<file path="src/logic/apc_pkg.sv">
package apc_pkg;

	// ---------------------------------------------------------------
	// Link addressing
	// ---------------------------------------------------------------
	localparam logic [6:0] MEM_DEV       = 7'h50;
	localparam logic [6:0] REG_DEV       = 7'h54;
	localparam logic [7:0] MODE_CMD_ADDR = 8'hff;
	localparam logic [7:0] CMD_AUTO      = 8'ha0;
	localparam logic [7:0] CMD_ADJUST    = 8'ha7;
	localparam logic [7:0] CMD_MEMORY    = 8'hae;

	// ---------------------------------------------------------------
	// Device register space and fields
	// ---------------------------------------------------------------
	localparam int         REG_CNT        = 48;
	localparam int         MEM_CNT        = 128;
	localparam logic [7:0] LEVEL_CFG_ADDR = 8'h01;
	localparam logic [7:0] LOOP_CFG_ADDR  = 8'h02;
	localparam logic [7:0] GAIN_ADDR      = 8'h04;
	localparam logic [7:0] TARGET_ADDR    = 8'h0b;
	localparam logic [7:0] PASSWORD_ADDR  = 8'h2c;
	localparam logic [7:0] PROTECT_ADDR   = 8'h2d;
	localparam logic [7:0] LEVEL_SEL_ADDR = 8'h2f;
	localparam logic [6:0] STORED_PW_ADDR = 7'h7f;
	localparam int         FIRST_LVL_BIT  = 0;
	localparam int         COMPAT_BIT     = 1;
	localparam int         SECOND_LVL_BIT = 2;
	localparam int         FB_SEL_LSB     = 4;
	localparam int         FF_SEL_LSB     = 6;
	localparam int         GAIN_W         = 6;
	localparam logic [1:0] FB_OPEN_LOOP   = 2'h0;
	localparam logic [1:0] FF_OPEN_LOOP   = 2'h3;
	localparam logic [5:0] GAIN_MAX_CODE  = 6'h00;
	localparam logic       PROTECT_RST    = 1'b0;

	// ---------------------------------------------------------------
	// Host command port offsets
	// ---------------------------------------------------------------
	localparam logic [2:0] H_TARGET = 3'h0;
	localparam logic [2:0] H_ADDR   = 3'h1;
	localparam logic [2:0] H_WDATA  = 3'h2;
	localparam logic [2:0] H_CTRL   = 3'h3;
	localparam logic [2:0] H_STATUS = 3'h4;
	localparam logic [2:0] H_RDATA  = 3'h5;
	localparam int         CTRL_START_BIT   = 0;
	localparam int         CTRL_RELEASE_BIT = 1;

	// ---------------------------------------------------------------
	// Timing
	// ---------------------------------------------------------------
	localparam int CLK_KHZ         = 10000;
	localparam int AUTO_QUIET_US   = 2000;
	localparam int COMPAT_QUIET_US = 80000;
	localparam int AUTO_QUIET_CYC  = (AUTO_QUIET_US * CLK_KHZ + 999) / 1000;
	localparam int COMPAT_QUIET_CYC =
		(COMPAT_QUIET_US * CLK_KHZ + 999) / 1000;
	localparam int TIMER_W         = 20;

	typedef enum logic [1:0] {
		MODE_AUTO   = 2'b00,
		MODE_ADJUST = 2'b01,
		MODE_MEMORY = 2'b10
	} mode_e;

	typedef enum logic [1:0] {
		PH_IDLE = 2'b00,
		PH_REQ  = 2'b01,
		PH_WAIT = 2'b10
	} phase_e;

endpackage

</file>
<file path="src/logic/apc_link.sv">
interface apc_link;
	import apc_pkg::*;

	logic       req;
	logic       rd;
	logic [6:0] dev_addr;
	logic [7:0] reg_addr;
	logic [7:0] wdata;
	logic       wp_n;
	logic       ack;
	logic       nak;
	logic [7:0] rdata;

	modport host (
		output req, rd, dev_addr, reg_addr, wdata, wp_n,
		input  ack, nak, rdata
	);
	modport device (
		input  req, rd, dev_addr, reg_addr, wdata, wp_n,
		output ack, nak, rdata
	);
endinterface

</file>
<file path="src/logic/apc_mode_device.sv">
// Decided for this implementation: the plain strobed port and the register offsets.
module apc_mode_device
	import apc_pkg::*;
(
	// Clock and reset
	input  wire logic  clk_i,
	input  wire logic  rst_i,
	// Link to host
	apc_link.device    link,
	// Mode and status
	output mode_e      mode_o,
	output logic       protected_o,
	output logic       reload_o,
	output logic       comp_halt_o,
	// Loop settings
	output logic       open_loop_o,
	output logic       second_level_en_o,
	output logic [1:0] level_select_o,
	output logic [4:0] power_target_o,
	output logic       gain_max_o
);

	// ---------------------------------------------------------------
	// State
	// ---------------------------------------------------------------
	typedef struct packed {
		mode_e                      mode;
		logic                       prot_ctrl;
		logic [REG_CNT-1:0][7:0]    regs;
		logic [MEM_CNT-1:0][7:0]    mem;
		logic                       ack;
		logic                       nak;
		logic [7:0]                 rdata;
		logic                       reload;
	} dev_s;

	dev_s s_r;
	dev_s s_nxt;

	logic prot;
	logic pw_match;
	logic is_mem;
	logic is_reg;
	logic ok;

	// Protection is the pin low or the control bit set
	assign prot     = !link.wp_n || s_r.prot_ctrl;
	assign pw_match = (s_r.regs[PASSWORD_ADDR[5:0]]
		== s_r.mem[STORED_PW_ADDR]);
	assign is_mem   = (link.dev_addr == MEM_DEV);
	assign is_reg   = (link.dev_addr == REG_DEV);

	// ---------------------------------------------------------------
	// Permission decode
	// ---------------------------------------------------------------
	function automatic logic grant(
		input mode_e      m,
		input logic       p,
		input logic       pin_hi,
		input logic       match,
		input logic       mem_acc,
		input logic       wr,
		input logic [7:0] a
	);
		logic in_reg;
		logic in_mem;
		logic reg_ok;
		in_reg = (a < 8'(REG_CNT)) || (a == PROTECT_ADDR)
			|| (a == MODE_CMD_ADDR);
		in_mem = (a < 8'(MEM_CNT));
		reg_ok = 1'b0;
		if (mem_acc) begin
			if (!in_mem) begin
				grant = 1'b0;
			end else if (p) begin
				grant = !wr;
			end else begin
				// Memory writes only in memory access mode
				grant = !wr || (m == MODE_MEMORY);
			end
		end else begin
			if (a == PASSWORD_ADDR && wr) begin
				reg_ok = pin_hi && (m == MODE_AUTO);
			end else if (a == PROTECT_ADDR && wr) begin
				reg_ok = pin_hi && (m == MODE_AUTO) && match;
			end else if (p) begin
				reg_ok = 1'b0;
			end else if (a == MODE_CMD_ADDR) begin
				reg_ok = wr;
			end else begin
				unique case (m)
					MODE_AUTO: begin
						reg_ok = !wr || (a == LEVEL_SEL_ADDR);
					end
					MODE_ADJUST: begin
						reg_ok = 1'b1;
					end
					MODE_MEMORY: begin
						reg_ok = 1'b0;
					end
					default: begin
						reg_ok = 1'b0;
					end
				endcase
			end
			grant = in_reg && reg_ok;
		end
	endfunction

	// ---------------------------------------------------------------
	// Next state
	// ---------------------------------------------------------------
	always_comb begin
		s_nxt        = s_r;
		s_nxt.ack    = 1'b0;
		s_nxt.nak    = 1'b0;
		s_nxt.reload = 1'b0;
		ok = grant(s_r.mode, prot, link.wp_n, pw_match, is_mem,
			!link.rd, link.reg_addr) && (is_mem || is_reg);
		// Protection pulls any other mode back to autonomous
		if (prot && s_r.mode != MODE_AUTO) begin
			s_nxt.mode   = MODE_AUTO;
			s_nxt.reload = 1'b1;
		end
		if (link.req) begin
			s_nxt.ack = ok;
			s_nxt.nak = !ok;
			if (ok && is_mem) begin
				if (link.rd) begin
					s_nxt.rdata = s_r.mem[link.reg_addr[6:0]];
				end else begin
					s_nxt.mem[link.reg_addr[6:0]] = link.wdata;
				end
			end else if (ok && link.reg_addr == MODE_CMD_ADDR) begin
				// Evaluated against protection through grant above
				unique case (link.wdata)
					CMD_AUTO: begin
						s_nxt.mode   = MODE_AUTO;
						s_nxt.reload = 1'b1;
					end
					CMD_ADJUST: begin
						s_nxt.mode = MODE_ADJUST;
					end
					CMD_MEMORY: begin
						s_nxt.mode = MODE_MEMORY;
					end
					default: begin
						s_nxt.ack = 1'b0; // Unknown code, mode kept
						s_nxt.nak = 1'b1;
					end
				endcase
			end else if (ok && link.reg_addr == PROTECT_ADDR) begin
				if (link.rd) begin
					s_nxt.rdata = {7'h00, s_r.prot_ctrl};
				end else begin
					s_nxt.prot_ctrl = link.wdata[0];
				end
			end else if (ok) begin
				if (link.rd) begin
					s_nxt.rdata = s_r.regs[link.reg_addr[5:0]];
				end else begin
					s_nxt.regs[link.reg_addr[5:0]] = link.wdata;
				end
			end
		end
	end

	// Memory contents start cleared; a real part would load them
	always_ff @(posedge clk_i) begin
		if (rst_i) begin
			s_r           <= '0;
			s_r.mode      <= MODE_AUTO;
			s_r.prot_ctrl <= PROTECT_RST;
		end else begin
			s_r <= s_nxt;
		end
	end

	// ---------------------------------------------------------------
	// Outputs
	// ---------------------------------------------------------------
	assign link.ack    = s_r.ack;
	assign link.nak    = s_r.nak;
	assign link.rdata  = s_r.rdata;
	assign mode_o      = s_r.mode;
	assign protected_o = prot;
	assign reload_o    = s_r.reload;
	assign comp_halt_o = (s_r.mode == MODE_ADJUST);

	// Loop and level decodes from the stored settings
	assign open_loop_o = (s_r.regs[LOOP_CFG_ADDR[5:0]][FB_SEL_LSB +: 2]
		== FB_OPEN_LOOP) && (s_r.regs[LOOP_CFG_ADDR[5:0]]
		[FF_SEL_LSB +: 2] == FF_OPEN_LOOP);
	assign second_level_en_o =
		!s_r.regs[LEVEL_CFG_ADDR[5:0]][FIRST_LVL_BIT]
		&& s_r.regs[LEVEL_CFG_ADDR[5:0]][SECOND_LVL_BIT];
	assign level_select_o = s_r.regs[LEVEL_SEL_ADDR[5:0]][1:0];
	assign power_target_o = s_r.regs[TARGET_ADDR[5:0]][4:0];
	assign gain_max_o     = (s_r.regs[GAIN_ADDR[5:0]][GAIN_W-1:0]
		== GAIN_MAX_CODE);

endmodule

</file>
<file path="src/flat_wrapper.sv">
// flat-port wrapper written by rule: the top's interface ports become plain ports
module apc_mode_device_flat import apc_pkg::*;
  (clk_i, rst_i, mode_o, protected_o, reload_o, comp_halt_o, open_loop_o, second_level_en_o, level_select_o, power_target_o, gain_max_o, link_req, link_rd, link_dev_addr, link_reg_addr, link_wdata, link_wp_n, link_ack, link_nak, link_rdata);
  apc_link link_i ();
  input  wire logic clk_i;
  input  wire logic rst_i;
  output mode_e mode_o;
  output logic protected_o;
  output logic reload_o;
  output logic comp_halt_o;
  output logic open_loop_o;
  output logic second_level_en_o;
  output logic [1:0] level_select_o;
  output logic [4:0] power_target_o;
  output logic gain_max_o;
  input wire logic [$bits(link_i.req)-1:0] link_req;
  input wire logic [$bits(link_i.rd)-1:0] link_rd;
  input wire logic [$bits(link_i.dev_addr)-1:0] link_dev_addr;
  input wire logic [$bits(link_i.reg_addr)-1:0] link_reg_addr;
  input wire logic [$bits(link_i.wdata)-1:0] link_wdata;
  input wire logic [$bits(link_i.wp_n)-1:0] link_wp_n;
  output wire logic [$bits(link_i.ack)-1:0] link_ack;
  output wire logic [$bits(link_i.nak)-1:0] link_nak;
  output wire logic [$bits(link_i.rdata)-1:0] link_rdata;
  assign link_i.req = link_req;
  assign link_i.rd = link_rd;
  assign link_i.dev_addr = link_dev_addr;
  assign link_i.reg_addr = link_reg_addr;
  assign link_i.wdata = link_wdata;
  assign link_i.wp_n = link_wp_n;
  assign link_ack = link_i.ack;
  assign link_nak = link_i.nak;
  assign link_rdata = link_i.rdata;
  apc_mode_device u_core (.clk_i(clk_i), .rst_i(rst_i), .link(link_i), .mode_o(mode_o), .protected_o(protected_o), .reload_o(reload_o), .comp_halt_o(comp_halt_o), .open_loop_o(open_loop_o), .second_level_en_o(second_level_en_o), .level_select_o(level_select_o), .power_target_o(power_target_o), .gain_max_o(gain_max_o));
endmodule
</file>
<file path="config.mk">
export PLATFORM = sky130hd
export DESIGN_NAME = apc_mode_device_flat
export DESIGN_NICKNAME = d
export VERILOG_FILES = /design/src/logic/apc_pkg.sv /design/src/logic/apc_link.sv /design/src/logic/apc_mode_device.sv /design/src/flat_wrapper.sv
export SDC_FILE = /design/constraint.sdc
export NUM_CORES = 2
export LEC_CHECK = 0
export BUFFER_PORTS_ARGS = -buffer_cell sky130_fd_sc_hd__buf_2
export CAP_MARGIN = 30
export CORE_MARGIN = 5
export CORE_UTILIZATION = 40
export DETAILED_ROUTE_END_ITERATION = 8
export GPL_TIMING_DRIVEN = 1
export PLACE_DENSITY_LB_ADDON = 0.2
export SYNTH_ARGS = -nofsm -noshare
export SYNTH_HDL_FRONTEND = slang
export SYNTH_SLANG_ARGS = --single-unit
export TNS_END_PERCENT = 50
</file>
<file path="constraint.sdc">
create_clock -name clk_i -period 3.2 [get_ports clk_i]
set_input_delay 0.32 -clock clk_i [delete_from_list [all_inputs] [get_ports clk_i]]
set_output_delay 0.32 -clock clk_i [all_outputs]
set_load 0.01 [all_outputs]
</file>
==> qor_table.md <==
| Step | Result | Reported |
| --- | --- | --- |
| route | Antenna Violating Nets Remaining | 0 |
| timing | Worst slew margin | 16.3% |
| power | Switching share of total power | 25.4% |
| clocking | CTS buffer count | 155 |
| status | Result of the run | finished, final reports clean |
| clocking | Number of clock sinks | 1422 |
| synth | Area of the mapped netlist | 62100 um2 |
| grt | Number of antenna violations at the first check in global routing | 7 |
| route | DRC violations left | 0 |
| floorplanning | Initial core utilization | 40.3% |
| synth | Share of Yosys cell area claimed by the top area cell type | 45.8% |
| route | Vias per std cell | 6.07 |
| timing | Post-route setup TNS | 0 ns |
| route | Total number of vias | 63.1k |
| grt | Vias in the first global route | 57.7k |
| synth | Syn_area_per_cell | 7.80 um2 |
| synth | Count of yosys warnings during synthesis | 0 |
| worst hold path | HP Start | rst_i |
| route | Number of design-rule violations left by the first detailed-router iteration | 9429 |
| timing | Slew at the pin with the worst max-slew slack | 1.26 ns |
| cells and area | Final Util | 48.0% |
| floorplanning | Core region area | 154000 um2 |
| synth | Dominant register cell in the synthesized netlist | sky130_fd_sc_hd__dfxtp_1 |
| timing | Upper clock frequency limit | 329 MHz |
| grt | Wire length of the first global-routing pass | 404000 um |
| synth | Share of flip-flops with an asynchronous set or reset after synthesis | 0% |
| synth | Post-synth EDFFs | 0 |
| worst setup path | Peak fanout along the critical path | 11 |
| worst setup path | Worst setup startpoint | u_core.mode_o[1]$_SDFF_PP0_ |
| worst setup path | Origin of the critical flop-to-flop path | u_core.mode_o[1]$_SDFF_PP0_ |
| route | Post-DR wirelength/cell | 27.0 um |
| worst hold path | Kind of path behind the tightest hold check | in2reg |
| synth | Main area contributors after synthesis | sky130_fd_sc_hd__dfxtp_1 46%, sky130_fd_sc_hd__nand2_1 15%, sky130_fd_sc_hd__a21oi_1 11%, sky130_fd_sc_hd__mux2i_1 4.4%, sky130_fd_sc_hd__o21ai_0 2.8% |
| timing | Final Cycle Share | 95.1% |
| clocking | Cell chosen for the clock root | sky130_fd_sc_hd__clkbuf_16 |
| clocking | Number of H-tree levels | 4 |
| power | Power per unit of standard cell area | 529 nW/um2 |
| cells and area | Most common library cell in the layout ignoring fill and taps | sky130_fd_sc_hd__nand2_1 |
| power | Internal power | 29200 uW |
| cells and area | Layout area overhead | 19.2% |
| route | Total iterations of the first detailed-routing run | 6 |
| floorplanning | Floorplan die area | 163000 um2 |
| synth | Fraction of the yosys area taken by sequential cells | 45.8% |
| floorplanning | Boundary Pins | 53 |
| synth | Number of distinct library cells after synthesis | 85 |
| power | Peak supply drop | 0.515 mV |
| clocking | Insertion delay of the later-clocked pin in the worst-skew pair | 0.81 ns |
| clocking | Bufs on Longest Clock Path | 3 |
| floorplanning | Cell Rows | 144 |
| clocking | Setup bufs post-CTS | 0 |
| route | Total Wirelength | 281000 um |
| job | Max-cap violations | 0 |
| synth | Synthesized netlist cell count | 7963 |
| grt | Total gr overflow | 0 |
| grt | Pin count of the biggest net entering global routing | 134 |
| clocking | TritonCTS clock tree | built |
| power | Combinational fraction of design power | 7.4% |
| worst setup path | CP arrival | 3.77 ns |
| power | Clock Power Share | 47.4% |
| placed design | Routability congestion estimate | 1.00 |
| power | Pleak | 0.0257 uW |
| placed design | HPWL after DPL | 183000 um |
| worst setup path | Type of the worst setup path | reg2reg |
| worst setup path | Endpoint type of the worst setup path | flip-flop |
| floorplanning | Die X | 404 um |
| power | Register share of total power | 45.1% |
| cells and area | Ratio of cells with drive above 1 in the final layout | 14.6% |
| worst setup path | CP required | 3.93 ns |
| timing | Final number of hold-violating endpoints | 0 |
| synth | Cell type contributing the most total cell area after synthesis | sky130_fd_sc_hd__dfxtp_1 |
| synth | Register bit total from synthesis | 1422 |
| synth | Total nets after synthesis | 7991 |
| timing | Final slew viol count | 0 |
| floorplanning | Die span in y | 404 um |
| placed design | Number of port buffers | 52 |
| timing | Setup violations, final | 0 |
| timing | Setup repair after global routing missed its margin | no |
| timing | Hold Slack | 0.0187 ns |
| clocking | CTS clk-pin slew, worst paths | 0.06 ns |
| cells and area | Final #Nets | 8234 |
| timing | Maximum clock skew at final layout | 0.0281 ns |
| power | NetSw | 9960 uW |
| worst setup path | CP startpoint kind | flip-flop |
| cells and area | Leading cell types in the layout, fill and taps excluded | 2563 x sky130_fd_sc_hd__nand2_1, 1422 x sky130_fd_sc_hd__dfxtp_1, 1414 x sky130_fd_sc_hd__a21oi_1 |
| timing | Min cycle time layout | 3.04 ns |
| grt | Global-route total usage across every layer | 32.9% |
cells by family (layout without fill, tap and decap cells):
kind of cell    Yosys count  after routing  synth area share (%)
simple gates           3152           3152                  20.3
mux                     438            438                  8.29
compound gates         2295           2295                  21.2
buf+inv                 648           1015                  4.31
other cells               0              8                     0
xor+xnor                  8              8                 0.113
flops                  1422           1422                  45.8
repair_timing:
action	4_1_cts	5_1_grt
resized for setup	0	3
hold endpoints to repair	113	0
hold buffers	8	0
setup endpoints to repair	0	11
power groups by stage:
stage | clock [uW] | sequential, uW | combinational, uW
2_1_floorplan | 0 | 18100 | 1250
3_3_place_gp | 0 | 18100 | 2780
3_5_place_dp | 0 | 18100 | 2770
4_1_cts | 18700 | 17700 | 2790
5_1_grt | 19500 | 17700 | 2900
6_report | 18600 | 17700 | 2910
per-layer routing:
metal | wire length (um) | part of all wire [%] | up-vias | track usage (%)
li1 | - | - | 27900 | -
met1 | 113000 | 40 | 30400 | 44.2
met2 | 120000 | 43 | 3900 | 49.2
met3 | 30300 | 11 | 837 | 7.23
met4 | 17400 | 6.2 | 8 | 17.8
met5 | 160 | 0.057 | - | 0.468
cell type report:
cell class | count | area [um2]
fill | 14900 | 80200
tap | 2044 | 2560
clock buffer | 236 | 4650
inverter | 13 | 51.3
timing repair buffer | 721 | 6630
multi-input combinational | 5893 | 31100
clock inverter | 45 | 576
sequential | 1422 | 28500
antenna | 8 | 20.0
synthesized netlist by cell type, drive strengths merged (13+ instances only):
cell type  instances
a211oi            15
a21oi           1415
a221o             36
a221oi           133
a22o              25
a22oi             96
a31oi             23
buf              170
clkbuf           465
dfxtp           1422
mux2             115
mux2i            273
mux4              50
nand2           2563
nand3             30
nand4             29
nor2             414
nor2b             22
nor3              18
o211ai            13
o21ai            352
o221ai            30
o22ai             66
stage by stage:
stage | setup WS [ns] | area, um2 | total power [uW] | cells
floorplan | 0.556 | 62100 | 19300 | 7963
global route | 0.0237 | 74000 | 40000 | 10400
finish | 0.157 | 74100 | 39200 | 10400
global placement | -0.497 | 68700 | 20900 | 10100
CTS | 0.193 | 74000 | 39200 | 10400
detailed placement | -0.355 | 68700 | 20900 | 10100
path summary, 6_finish.rpt:
path          endpoint  depth (start not counted)  slack [ns]
min reg2reg  flip-flop                          2        0.43
min          flip-flop                          2        0.02
max reg2reg  flip-flop                         12        0.16
max          flip-flop                         12        0.16
critical path, stage by stage (launching register included):
cell and delay [ns]:
sky130_fd_sc_hd__dfxtp_1 0.49, sky130_fd_sc_hd__nor4bb_1 0.42, sky130_fd_sc_hd__nor2_1 0.14, sky130_fd_sc_hd__nor4_1 0.18
sky130_fd_sc_hd__buf_4 0.19, sky130_fd_sc_hd__and2_1 0.13, sky130_fd_sc_hd__buf_4 0.24, sky130_fd_sc_hd__nand2_1 0.10
sky130_fd_sc_hd__buf_4 0.29, sky130_fd_sc_hd__nor2_1 0.33, sky130_fd_sc_hd__buf_4 0.20, sky130_fd_sc_hd__nand2_1 0.05
sky130_fd_sc_hd__a21oi_1 0.19
(Power assumes the default switching activity.)
